===== config.mk =====
export PLATFORM = sky130hd
export DESIGN_NAME = tig_top
export DESIGN_NICKNAME = d
export VERILOG_FILES = /design/src/rtl/tig_pkg.sv /design/src/rtl/tig_top.sv
export SDC_FILE = /design/constraint.sdc
export NUM_CORES = 1
export LEC_CHECK = 0
export BUFFER_PORTS_ARGS = -buffer_cell sky130_fd_sc_hd__clkbuf_2
export CORE_MARGIN = 2
export CORE_UTILIZATION = 35
export DETAILED_ROUTE_END_ITERATION = 10
export GPL_TIMING_DRIVEN = 1
export PLACE_DENSITY_LB_ADDON = 0.3
export SLEW_MARGIN = 20
export SYNTH_ARGS = -nofsm -noshare
export SYNTH_HDL_FRONTEND = slang
export SYNTH_SLANG_ARGS = --single-unit

===== constraint.sdc =====
create_clock -name ref_clk -period 10.1 [get_ports ref_clk]
set_input_delay 1.515 -clock ref_clk [delete_from_list [all_inputs] [get_ports ref_clk]]
set_output_delay 1.515 -clock ref_clk [all_outputs]
set_load 0.05 [all_outputs]

===== src/rtl/tig_pkg.sv =====
// constants, register map and state type of the touch interrupt and pin block
package tig_pkg;
    // register offsets
    localparam logic [15:0] TIG_OFS_PIN_CFG  = 16'h0009;
    localparam logic [15:0] TIG_OFS_IRQ      = 16'h0043;
    localparam logic [15:0] TIG_OFS_LOC      = 16'h0045;
    localparam logic [15:0] TIG_OFS_ASSIGN   = 16'h0074;
    // reset values
    localparam logic [15:0] TIG_PIN_CFG_RST  = 16'h0002;
    localparam logic [15:0] TIG_ASSIGN_RST   = 16'h0000;
    // writable bits
    localparam logic [15:0] TIG_PIN_CFG_MASK = 16'h001f;
    localparam logic [15:0] TIG_ASSIGN_MASK  = 16'h01ff;
    // field positions
    localparam int          TIG_MODE_LSB     = 0;
    localparam int          TIG_MODE_W       = 2;
    localparam int          TIG_TRIG_LSB     = 2;
    localparam int          TIG_TRIG_W       = 3;
    localparam int          TIG_IRQ_GPIO_BIT = 15;
    localparam int          TIG_IRQ_SLD_BIT  = 8;
    localparam int          TIG_LOC_DIR_BIT  = 8;
    localparam int          TIG_LOC_W        = 5;
    localparam int          TIG_WHEEL_BIT    = 8;
    // pin modes
    localparam logic [1:0]  TIG_MODE_OFF     = 2'h0;
    localparam logic [1:0]  TIG_MODE_IN      = 2'h1;
    localparam logic [1:0]  TIG_MODE_LOW     = 2'h2;
    localparam logic [1:0]  TIG_MODE_HIGH    = 2'h3;
    // input trigger selections
    localparam logic [2:0]  TIG_TRIG_LOW     = 3'h1;
    localparam logic [2:0]  TIG_TRIG_HIGH    = 3'h2;
    localparam logic [2:0]  TIG_TRIG_FALL    = 3'h5;
    localparam logic [2:0]  TIG_TRIG_RISE    = 3'h6;
    localparam logic [2:0]  TIG_TRIG_BOTH    = 3'h7;
    // serial port
    localparam logic [2:0]  TIG_LAST_BIT     = 3'h7;
    localparam logic [6:0]  TIG_DEV_ADDR_DEF = 7'h2c;
    localparam logic [1:0]  TIG_OFS_LO_IDX   = 2'h1;
    localparam logic [1:0]  TIG_DATA_IDX     = 2'h3;
    typedef enum logic [2:0] {
        S_IDLE, S_ADDR, S_AACK, S_RX, S_RACK, S_TX, S_TACK
    } tig_ser_st_t;
endpackage : tig_pkg


===== src/rtl/tig_top.sv =====
// touch status, interrupt pin, slider location, pin control and serial register port
`timescale 1ns/1ps
module tig_top #(
    parameter logic [6:0] DEV_ADDR = tig_pkg::TIG_DEV_ADDR_DEF, // arbitrary value
    parameter int         N_CH     = 8
) (
    // clock and reset
    input  wire logic                          ref_clk,
    input  wire logic                          rst,
    // power-up polarity strap
    input  wire logic                          irq_invert,
    // touch engine events
    input  wire logic [N_CH-1:0]               touch_down,
    input  wire logic [N_CH-1:0]               touch_up,
    input  wire logic                          slider_valid,
    input  wire logic [2:0]                    slider_elem,
    input  wire logic                          slider_half,
    input  wire logic                          slider_dir,
    // guard drive
    input  wire logic [N_CH-1:0]               sense_excite,
    input  wire logic [2:0]                    sense_sel,
    output logic                               guard_out,
    // interrupt pin
    output logic                               irq_out_n,
    // general-purpose pin
    input  wire logic                          gpio_in,
    output logic                               gpio_out,
    output logic                               gpio_oe,
    // serial port
    input  wire logic                          scl_in,
    input  wire logic                          sda_in,
    output logic                               sda_out,
    output logic                               sda_oe
);
    import tig_pkg::*;

    function automatic logic [4:0] pop8(input logic [7:0] v);
        pop8 = 5'h0;
        for (int i = 0; i < 8; i++) begin
            pop8 = pop8 + {4'h0, v[i]};
        end
    endfunction : pop8

    logic [15:0]       pin_cfg_r;
    logic [15:0]       assign_r;
    logic [N_CH-1:0]   sensor_r;
    logic              touch_pend_r;
    logic              slider_flag_r;
    logic              gpio_flag_r;
    logic [4:0]        loc_r;
    logic              dir_r;
    logic              inv_r;
    logic              cap_done_r;
    logic              gpio_q_r;
    logic              clr_pulse;
    logic              gpio_cond;
    logic              gpio_trig;
    logic              irq_act;
    logic [1:0]        mode;
    logic [2:0]        trig;
    logic [15:0]       irq_val;
    logic [15:0]       rd_val;
    logic [4:0]        n_elem;
    logic [4:0]        pos_raw;
    logic [4:0]        pos_nxt;
    logic [7:0]        sh_r, wbuf_r;
    logic [15:0]       ofs_r, txd_r;
    logic [2:0]        bit_r;
    logic [1:0]        byte_idx_r;
    tig_ser_st_t       st_r;
    logic              scl_q_r, sda_q_r, scl_rise, scl_fall, start_det, stop_det;
    logic              full_r, rw_r, rd_irq_r, ack_ok, wr_en;

    assign mode    = pin_cfg_r[TIG_MODE_LSB +: TIG_MODE_W];
    assign trig    = pin_cfg_r[TIG_TRIG_LSB +: TIG_TRIG_W];
    assign irq_act = touch_pend_r | slider_flag_r | gpio_flag_r;

    ////////////////////////////////////////////////////////////////////////////
    // polarity strap caught once after reset release
    always_ff @(posedge ref_clk) begin
        if (rst) begin
            inv_r      <= 1'b0;
            cap_done_r <= 1'b0;
        end else if (!cap_done_r) begin
            inv_r      <= irq_invert;
            cap_done_r <= 1'b1;
        end
    end

    // per-sensor touch state, down wins on a tie
    always_ff @(posedge ref_clk) begin
        if (rst) begin
            sensor_r <= '0;
        end else begin
            sensor_r <= (sensor_r & ~touch_up) | touch_down;
        end
    end

    // pending touch event, new event beats the read clear
    always_ff @(posedge ref_clk) begin
        if (rst) begin
            touch_pend_r <= 1'b0;
        end else if (|touch_down || |touch_up) begin
            touch_pend_r <= 1'b1;
        end else if (clr_pulse) begin
            touch_pend_r <= 1'b0;
        end
    end

    // slider location with two-times interpolation
    always_comb begin
        n_elem  = pop8(assign_r[7:0]);
        pos_raw = {1'b0, slider_elem, slider_half};
        pos_nxt = pos_raw;
        if (assign_r[TIG_WHEEL_BIT]) begin
            if (pos_raw >= {n_elem[3:0], 1'b0}) pos_nxt = pos_raw - {n_elem[3:0], 1'b0};
        end else if (n_elem != 5'h0 && pos_raw > {n_elem[3:0], 1'b0} - 5'h2) begin
            pos_nxt = {n_elem[3:0], 1'b0} - 5'h2;
        end
    end

    // slider flag, location and direction
    always_ff @(posedge ref_clk) begin
        if (rst) begin
            slider_flag_r <= 1'b0;
            loc_r         <= '0;
            dir_r         <= 1'b0;
        end else if (slider_valid && |assign_r[7:0]) begin
            slider_flag_r <= 1'b1;
            loc_r         <= pos_nxt;
            dir_r         <= slider_dir;
        end else if (clr_pulse) begin
            slider_flag_r <= 1'b0;
        end
    end

    ////////////////////////////////////////////////////////////////////////////
    // pin trigger decode
    always_comb begin
        gpio_cond = 1'b0;
        gpio_trig = 1'b0;
        if (mode == TIG_MODE_IN) begin
            case (trig)
                TIG_TRIG_LOW:  gpio_cond = !gpio_in;
                TIG_TRIG_HIGH: gpio_cond = gpio_in;
                TIG_TRIG_FALL: gpio_trig = gpio_q_r && !gpio_in;
                TIG_TRIG_RISE: gpio_trig = !gpio_q_r && gpio_in;
                TIG_TRIG_BOTH: gpio_trig = gpio_q_r != gpio_in;
                default:       gpio_trig = 1'b0;
            endcase
        end
        gpio_trig = gpio_trig | gpio_cond;
    end

    // pin flag held while a level condition persists
    always_ff @(posedge ref_clk) begin
        if (rst) begin
            gpio_flag_r <= 1'b0;
            gpio_q_r    <= 1'b0;
        end else begin
            gpio_q_r <= gpio_in;
            if (gpio_trig) begin
                gpio_flag_r <= 1'b1;
            end else if (clr_pulse) begin
                gpio_flag_r <= 1'b0;
            end
        end
    end

    // pin drive, guard and interrupt outputs
    always_ff @(posedge ref_clk) begin
        if (rst) begin
            gpio_oe   <= 1'b1;
            gpio_out  <= 1'b0;
            guard_out <= 1'b0;
            irq_out_n <= 1'b1;
        end else begin
            gpio_oe   <= mode == TIG_MODE_LOW || mode == TIG_MODE_HIGH;
            gpio_out  <= mode == TIG_MODE_HIGH;
            guard_out <= sense_excite[sense_sel];
            irq_out_n <= inv_r ? irq_act : !irq_act;
        end
    end

    assign irq_val = {gpio_flag_r, 6'h0, slider_flag_r, sensor_r};

    // register read mux, unmapped reads zero
    always_comb begin
        case (ofs_r)
            TIG_OFS_PIN_CFG: rd_val = pin_cfg_r;
            TIG_OFS_IRQ:     rd_val = irq_val;
            TIG_OFS_LOC:     rd_val = {7'h0, dir_r, 3'h0, loc_r};
            TIG_OFS_ASSIGN:  rd_val = assign_r;
            default:         rd_val = '0;
        endcase
    end
    // serial line history and edges, idle high so reset shows no false edge
    always_ff @(posedge ref_clk) begin
        scl_q_r <= rst ? 1'b1 : scl_in;
        sda_q_r <= rst ? 1'b1 : sda_in;
    end
    assign scl_rise  = scl_in && !scl_q_r;
    assign scl_fall  = !scl_in && scl_q_r;
    assign start_det = scl_in && scl_q_r && sda_q_r && !sda_in;
    assign stop_det  = scl_in && scl_q_r && !sda_q_r && sda_in;
    assign clr_pulse = stop_det && rd_irq_r;
    assign ack_ok    = st_r == S_RX || sh_r[7:1] == DEV_ADDR;
    assign wr_en     = st_r == S_RX && scl_fall && full_r && byte_idx_r == TIG_DATA_IDX;
    // serial slave: shift on scl rise, drive sda after scl fall
    always_ff @(posedge ref_clk) begin
        if (rst || start_det || stop_det) begin
            st_r       <= start_det && !rst ? S_ADDR : S_IDLE;
            bit_r      <= '0;
            full_r     <= 1'b0;
            byte_idx_r <= '0;
            rd_irq_r   <= 1'b0;
            sda_oe     <= 1'b0;
        end else begin
            case (st_r)
                S_ADDR, S_RX: begin
                    if (scl_rise) begin
                        sh_r   <= {sh_r[6:0], sda_in};
                        bit_r  <= bit_r + 3'h1;
                        full_r <= bit_r == TIG_LAST_BIT;
                    end else if (scl_fall && full_r) begin
                        full_r     <= 1'b0;
                        sda_oe     <= ack_ok;
                        sda_out    <= 1'b0;
                        st_r       <= ack_ok ? S_AACK : S_IDLE;
                        rw_r       <= st_r == S_ADDR && sh_r[0];
                        byte_idx_r <= st_r == S_RX && byte_idx_r != TIG_DATA_IDX ? byte_idx_r + 2'h1 : byte_idx_r;
                        ofs_r      <= st_r == S_RX && byte_idx_r == TIG_OFS_LO_IDX ? {wbuf_r, sh_r} : ofs_r;
                        wbuf_r     <= sh_r;
                    end
                end
                S_AACK: begin
                    if (scl_fall) begin
                        st_r     <= rw_r ? S_TX : S_RX;
                        txd_r    <= rd_val;
                        sda_oe   <= rw_r;
                        sda_out  <= rd_val[15];
                        rd_irq_r <= rw_r && ofs_r == TIG_OFS_IRQ;
                    end
                end
                S_TX: begin
                    if (scl_fall) begin
                        txd_r   <= {txd_r[14:0], 1'b0};
                        sda_out <= txd_r[14];
                        bit_r   <= bit_r + 3'h1;
                        sda_oe  <= bit_r != TIG_LAST_BIT;
                        st_r    <= bit_r == TIG_LAST_BIT ? S_TACK : S_TX;
                    end
                end
                S_TACK: begin
                    if (scl_rise && sda_in) begin
                        st_r <= S_IDLE;
                    end else if (scl_fall) begin
                        st_r    <= S_TX;
                        sda_oe  <= 1'b1;
                        sda_out <= txd_r[15];
                    end
                end
                default: st_r <= S_IDLE;
            endcase
        end
    end
    // register writes land at the ack of the second data byte
    always_ff @(posedge ref_clk) begin
        if (rst) begin
            pin_cfg_r <= TIG_PIN_CFG_RST;
            assign_r  <= TIG_ASSIGN_RST;
        end else if (wr_en) begin
            pin_cfg_r <= ofs_r == TIG_OFS_PIN_CFG ? {wbuf_r, sh_r} & TIG_PIN_CFG_MASK : pin_cfg_r;
            assign_r  <= ofs_r == TIG_OFS_ASSIGN ? {wbuf_r, sh_r} & TIG_ASSIGN_MASK : assign_r;
        end
    end
endmodule : tig_top


==> impl.org <==
** Critical path
- In this design, the stage delay of the slowest critical-path cell is 520 ps.
- Critical Path Start Type :: flop
- Critical path endpoint category :: flop
- At the worst endpoint, the required time is 10,360 ps.
- Largest fanout on the critical path :: 7
- Arrival time worst endpoint :: 4940 ps
- Among the stages of the critical path, the cell type that occurs most often is sky130_fd_sc_hd__fa_1.
- The signal on the critical path passes through inv_1 -> fa_1 -> fa_1 -> fa_1 -> inv_1 -> ha_1 -> fa_1 -> inv_1 -> ha_1 -> xor2_1 -> ha_1 -> or4bb_1 -> o21ai_1 -> o21ai_0 -> a311oi_1.
- Slowest stage cell on the critical path :: sky130_fd_sc_hd__fa_1
- Worst path buffer plus inverter count :: 3
- The kind of cell with the highest combined delay along the critical path is adder cells.
- The setup path with the least slack is of type reg -> reg.

** Route
- Number of DRC violations after detailed routing :: 0
- Via count normalized by instance count :: 5.33
- Via total after detailed routing :: 3,662
- Before antenna repair, the detailed router went through 5 iterations.
- Routed wire per std cell :: 16.5 um
- Number of DRC markers in iteration 0 :: 376
- Number of nets with antenna violations after detailed routing :: 0
- Routed wire length :: 11,400 um

** Finish
- Top library cells by usage in the layout, fill and taps aside :: sky130_fd_sc_hd__edfxtp_1, sky130_fd_sc_hd__nor2_1, sky130_fd_sc_hd__dfxtp_1
- Final cell area excluding filler cells :: 5700 um^2
- Most common cell after layout, fill and taps aside :: sky130_fd_sc_hd__edfxtp_1
- The final layout contains 563 nets.
- 0 antenna diodes ended up in the layout.
- Compared with the post-synthesis result, the final layout area differs by 15.0%.
- Fraction of layout instances using a drive strength above 1 :: 17.2%
- Once layout is complete, the cells apart from fillers number 687.

** Clock network
- CTS Root Buffer Type :: sky130_fd_sc_hd__clkbuf_16
- The clock tree synthesis step divided the H-tree into 3 levels.
- # Post-CTS Setup Buffers :: 0
- The clock reaches the later pin of the worst-skew pair after 360 ps.
- Gates resized during post-CTS repair numbered 0.
- Clock buffer depth :: 2
- After clock tree synthesis, the flow added hold-fix buffers numbering 0.
- Clock buffer count from CTS :: 9
- TritonCTS built the clock tree.
- The tree built by TritonCTS fans out to 101 sinks.
- Clock transition at the registers of the reported paths :: 70 ps

** STA
- At the pin with the least slew margin, the transition time is 956 ps.
- Setup TNS :: 0 ps
- Max Freq :: 214 MHz
- Setup repair after global routing left no endpoint under its margin.
- Largest clock skew in the final design :: 13.9 ps
- Finish-stage setup viols :: 0
- Period minus WS final :: 4680 ps
- The number of max-slew violations in the final report was 0.
- The total count of hold-check failures in the final report was 0.
- Worst slew margin :: 35.8%
- Final clock period utilization by the worst path :: 46.3%
- Setup slack after layout :: 5420 ps

** GRT
- Global routing used 15.6% of the available tracks.
- The initial antenna violation count was 0.
- After global routing the overflow that remains totals 0.
- Maximum number of pins on one net before global-route repair :: 38
- Via count of the first global-routing pass :: 3,456
- The first global-routing pass estimated 17,900 um of wire.

** Place
- RD Place Congestion :: 0.853
- Port Buf Inserts :: 44
- Instance area after placement :: 5350 um^2
- Detailed Place HPWL :: 8370 um
- Post-placement cell count :: 671
- Timing analysis after detailed placement gives a worst setup slack of 5450 ps.

** Worst hold path
- Path class of the lowest-slack min-delay path :: reg -> reg

** Floorplan
- The die is 123 um tall.
- IO Pins :: 45
- The floorplan has 43 rows.
- The die is 123 um wide.
- The die covers 15,100 um^2.
- The core region is 13,900 um^2.
- For this configuration, the core starts out at a cell density of 35.7%.

** Run
- Max-cap violations in this run came to 0.

** Synthesis
- Share of synthesized area occupied by flip-flops and latches :: 51.5%
- In this run the biggest area consumer among cell types represents 32.1% of the synthesized area.
- Async set-or-reset flop fraction in the synthesized netlist :: 0%
- Flip-flop and latch count after synthesis :: 101
- Synth area leaders :: sky130_fd_sc_hd__edfxtp_1, sky130_fd_sc_hd__dfxtp_1, sky130_fd_sc_hd__ha_1
- Synthesis produced a netlist with a net count of 522.
- Number of enable flip-flop cells after synthesis :: 53
- The cell area that synthesis handed to floorplanning was 4960 um^2.
- Unique cell type count in the Yosys netlist :: 71
- Most instantiated flip-flop cell in the synthesis netlist :: sky130_fd_sc_hd__edfxtp_1
- After technology mapping, the gate count stands at 461.
- Synthesis Warnings :: 0
- The synthesized design spends more area on one cell type than any other, namely sky130_fd_sc_hd__edfxtp_1.
- Mean area per synthesized cell :: 10.8 um^2

** Pwr
- The analysis attributes to cell leakage a power of 2.10 nW.
- VDD IR max :: 0.0928 mV
- Total power after layout :: 0.957 mW
- In this run the power density over the cells is 168 nW/um^2.

** Status
- Run status :: complete, no violations
-- metrics by stage --
step	hold slack [ps]	util (%)
after floorplan	400	-
after global placement	402	38.5
after detailed placement	408	38.6
after CTS	426	41.0
after global routing	444	41.0
final	425	41.0
-- metal layers --
layer / vias to the layer above / wire, um / GRT usage, %
li1: 1775 / - / -
met1: 1768 / 5300 / 20.9
met2: 104 / 5340 / 25.1
met3: 15 / 532 / 3.55
met4: 0 / 186 / 4.97
met5: - / 0 / 0
-- worst register-to-register path: stages (launching register included) --
cell and delay, ps:
sky130_fd_sc_hd__dfxtp_1 430, sky130_fd_sc_hd__inv_1 100, sky130_fd_sc_hd__fa_1 500, sky130_fd_sc_hd__fa_1 430, sky130_fd_sc_hd__fa_1 490, sky130_fd_sc_hd__inv_1 40, sky130_fd_sc_hd__ha_1 200, sky130_fd_sc_hd__fa_1 530
sky130_fd_sc_hd__inv_1 100, sky130_fd_sc_hd__ha_1 250, sky130_fd_sc_hd__xor2_1 190, sky130_fd_sc_hd__ha_1 310, sky130_fd_sc_hd__or4bb_1 390, sky130_fd_sc_hd__o21ai_1 260, sky130_fd_sc_hd__o21ai_0 150, sky130_fd_sc_hd__a311oi_1 230
-- final timing paths --
check | startpoint | endpoint | slack [ps] | depth (start not counted)
min reg2reg | wbuf_r[7]$_DFFE_PP_ | ofs_r[15]$_DFFE_PP_ | 430 | 0
max reg2reg | assign_r[3]$_SDFFE_PP0P_ | loc_r[3]$_SDFFE_PP0P_ | 5420 | 15
max | assign_r[3]$_SDFFE_PP0P_ | loc_r[3]$_SDFFE_PP0P_ | 5420 | 15
min | wbuf_r[7]$_DFFE_PP_ | ofs_r[15]$_DFFE_PP_ | 430 | 0
-- sequential cells by signal, indices dropped and copies added (netlist names), 2 cells and up --
signal / count
ofs_r: 16
txd_r: 16
assign_r: 9
sensor_r: 8
sh_r: 8
wbuf_r: 8
loc_r: 5
pin_cfg_r: 5
bit_r: 3
st_r: 3
byte_idx_r: 2
-- report_power, final --
part	switching, mW	internal (mW)
logic	0.0565	0.0366
registers	0.0230	0.449
clock network	0.168	0.224
-- final cells by class --
class | count | area [um^2]
multi-input cells | 310 | 2210
fillers | 1335 | 8180
repair buffers | 47 | 243
flip-flops and latches | 101 | 2550
clock inverters | 7 | 114
clock buffers | 9 | 225
inverters | 33 | 124
well taps | 180 | 225
-- cells by family after synthesis --
logic type	count (synthesis)	synth area share [%]
AOI/OAI and AO/OA	94	13.1
xor gates and xnor gates	7	1.24
adders and majority gates	22	6.31
buffers and inverters	50	4.24
DFF	101	51.5
muxes	20	4.54
and+or+nand+nor	167	19.1
-- cells in the mapped netlist, types with 6 or more instances --
cell type                  count
sky130_fd_sc_hd__nand2_1      25
sky130_fd_sc_hd__inv_1        31
sky130_fd_sc_hd__nor2_1       49
sky130_fd_sc_hd__nor3_1        8
sky130_fd_sc_hd__nand2b_1      9
sky130_fd_sc_hd__edfxtp_1     53
sky130_fd_sc_hd__nand3_1      16
sky130_fd_sc_hd__o21ai_1       9
sky130_fd_sc_hd__a21oi_1      27
sky130_fd_sc_hd__and3_1       11
sky130_fd_sc_hd__o21ai_0      12
sky130_fd_sc_hd__nor2b_1       6
sky130_fd_sc_hd__mux2i_1      18
sky130_fd_sc_hd__ha_1         17
sky130_fd_sc_hd__dfxtp_1      48
sky130_fd_sc_hd__clkbuf_1     11
Note: power is estimated with default switching activity, not from simulation.
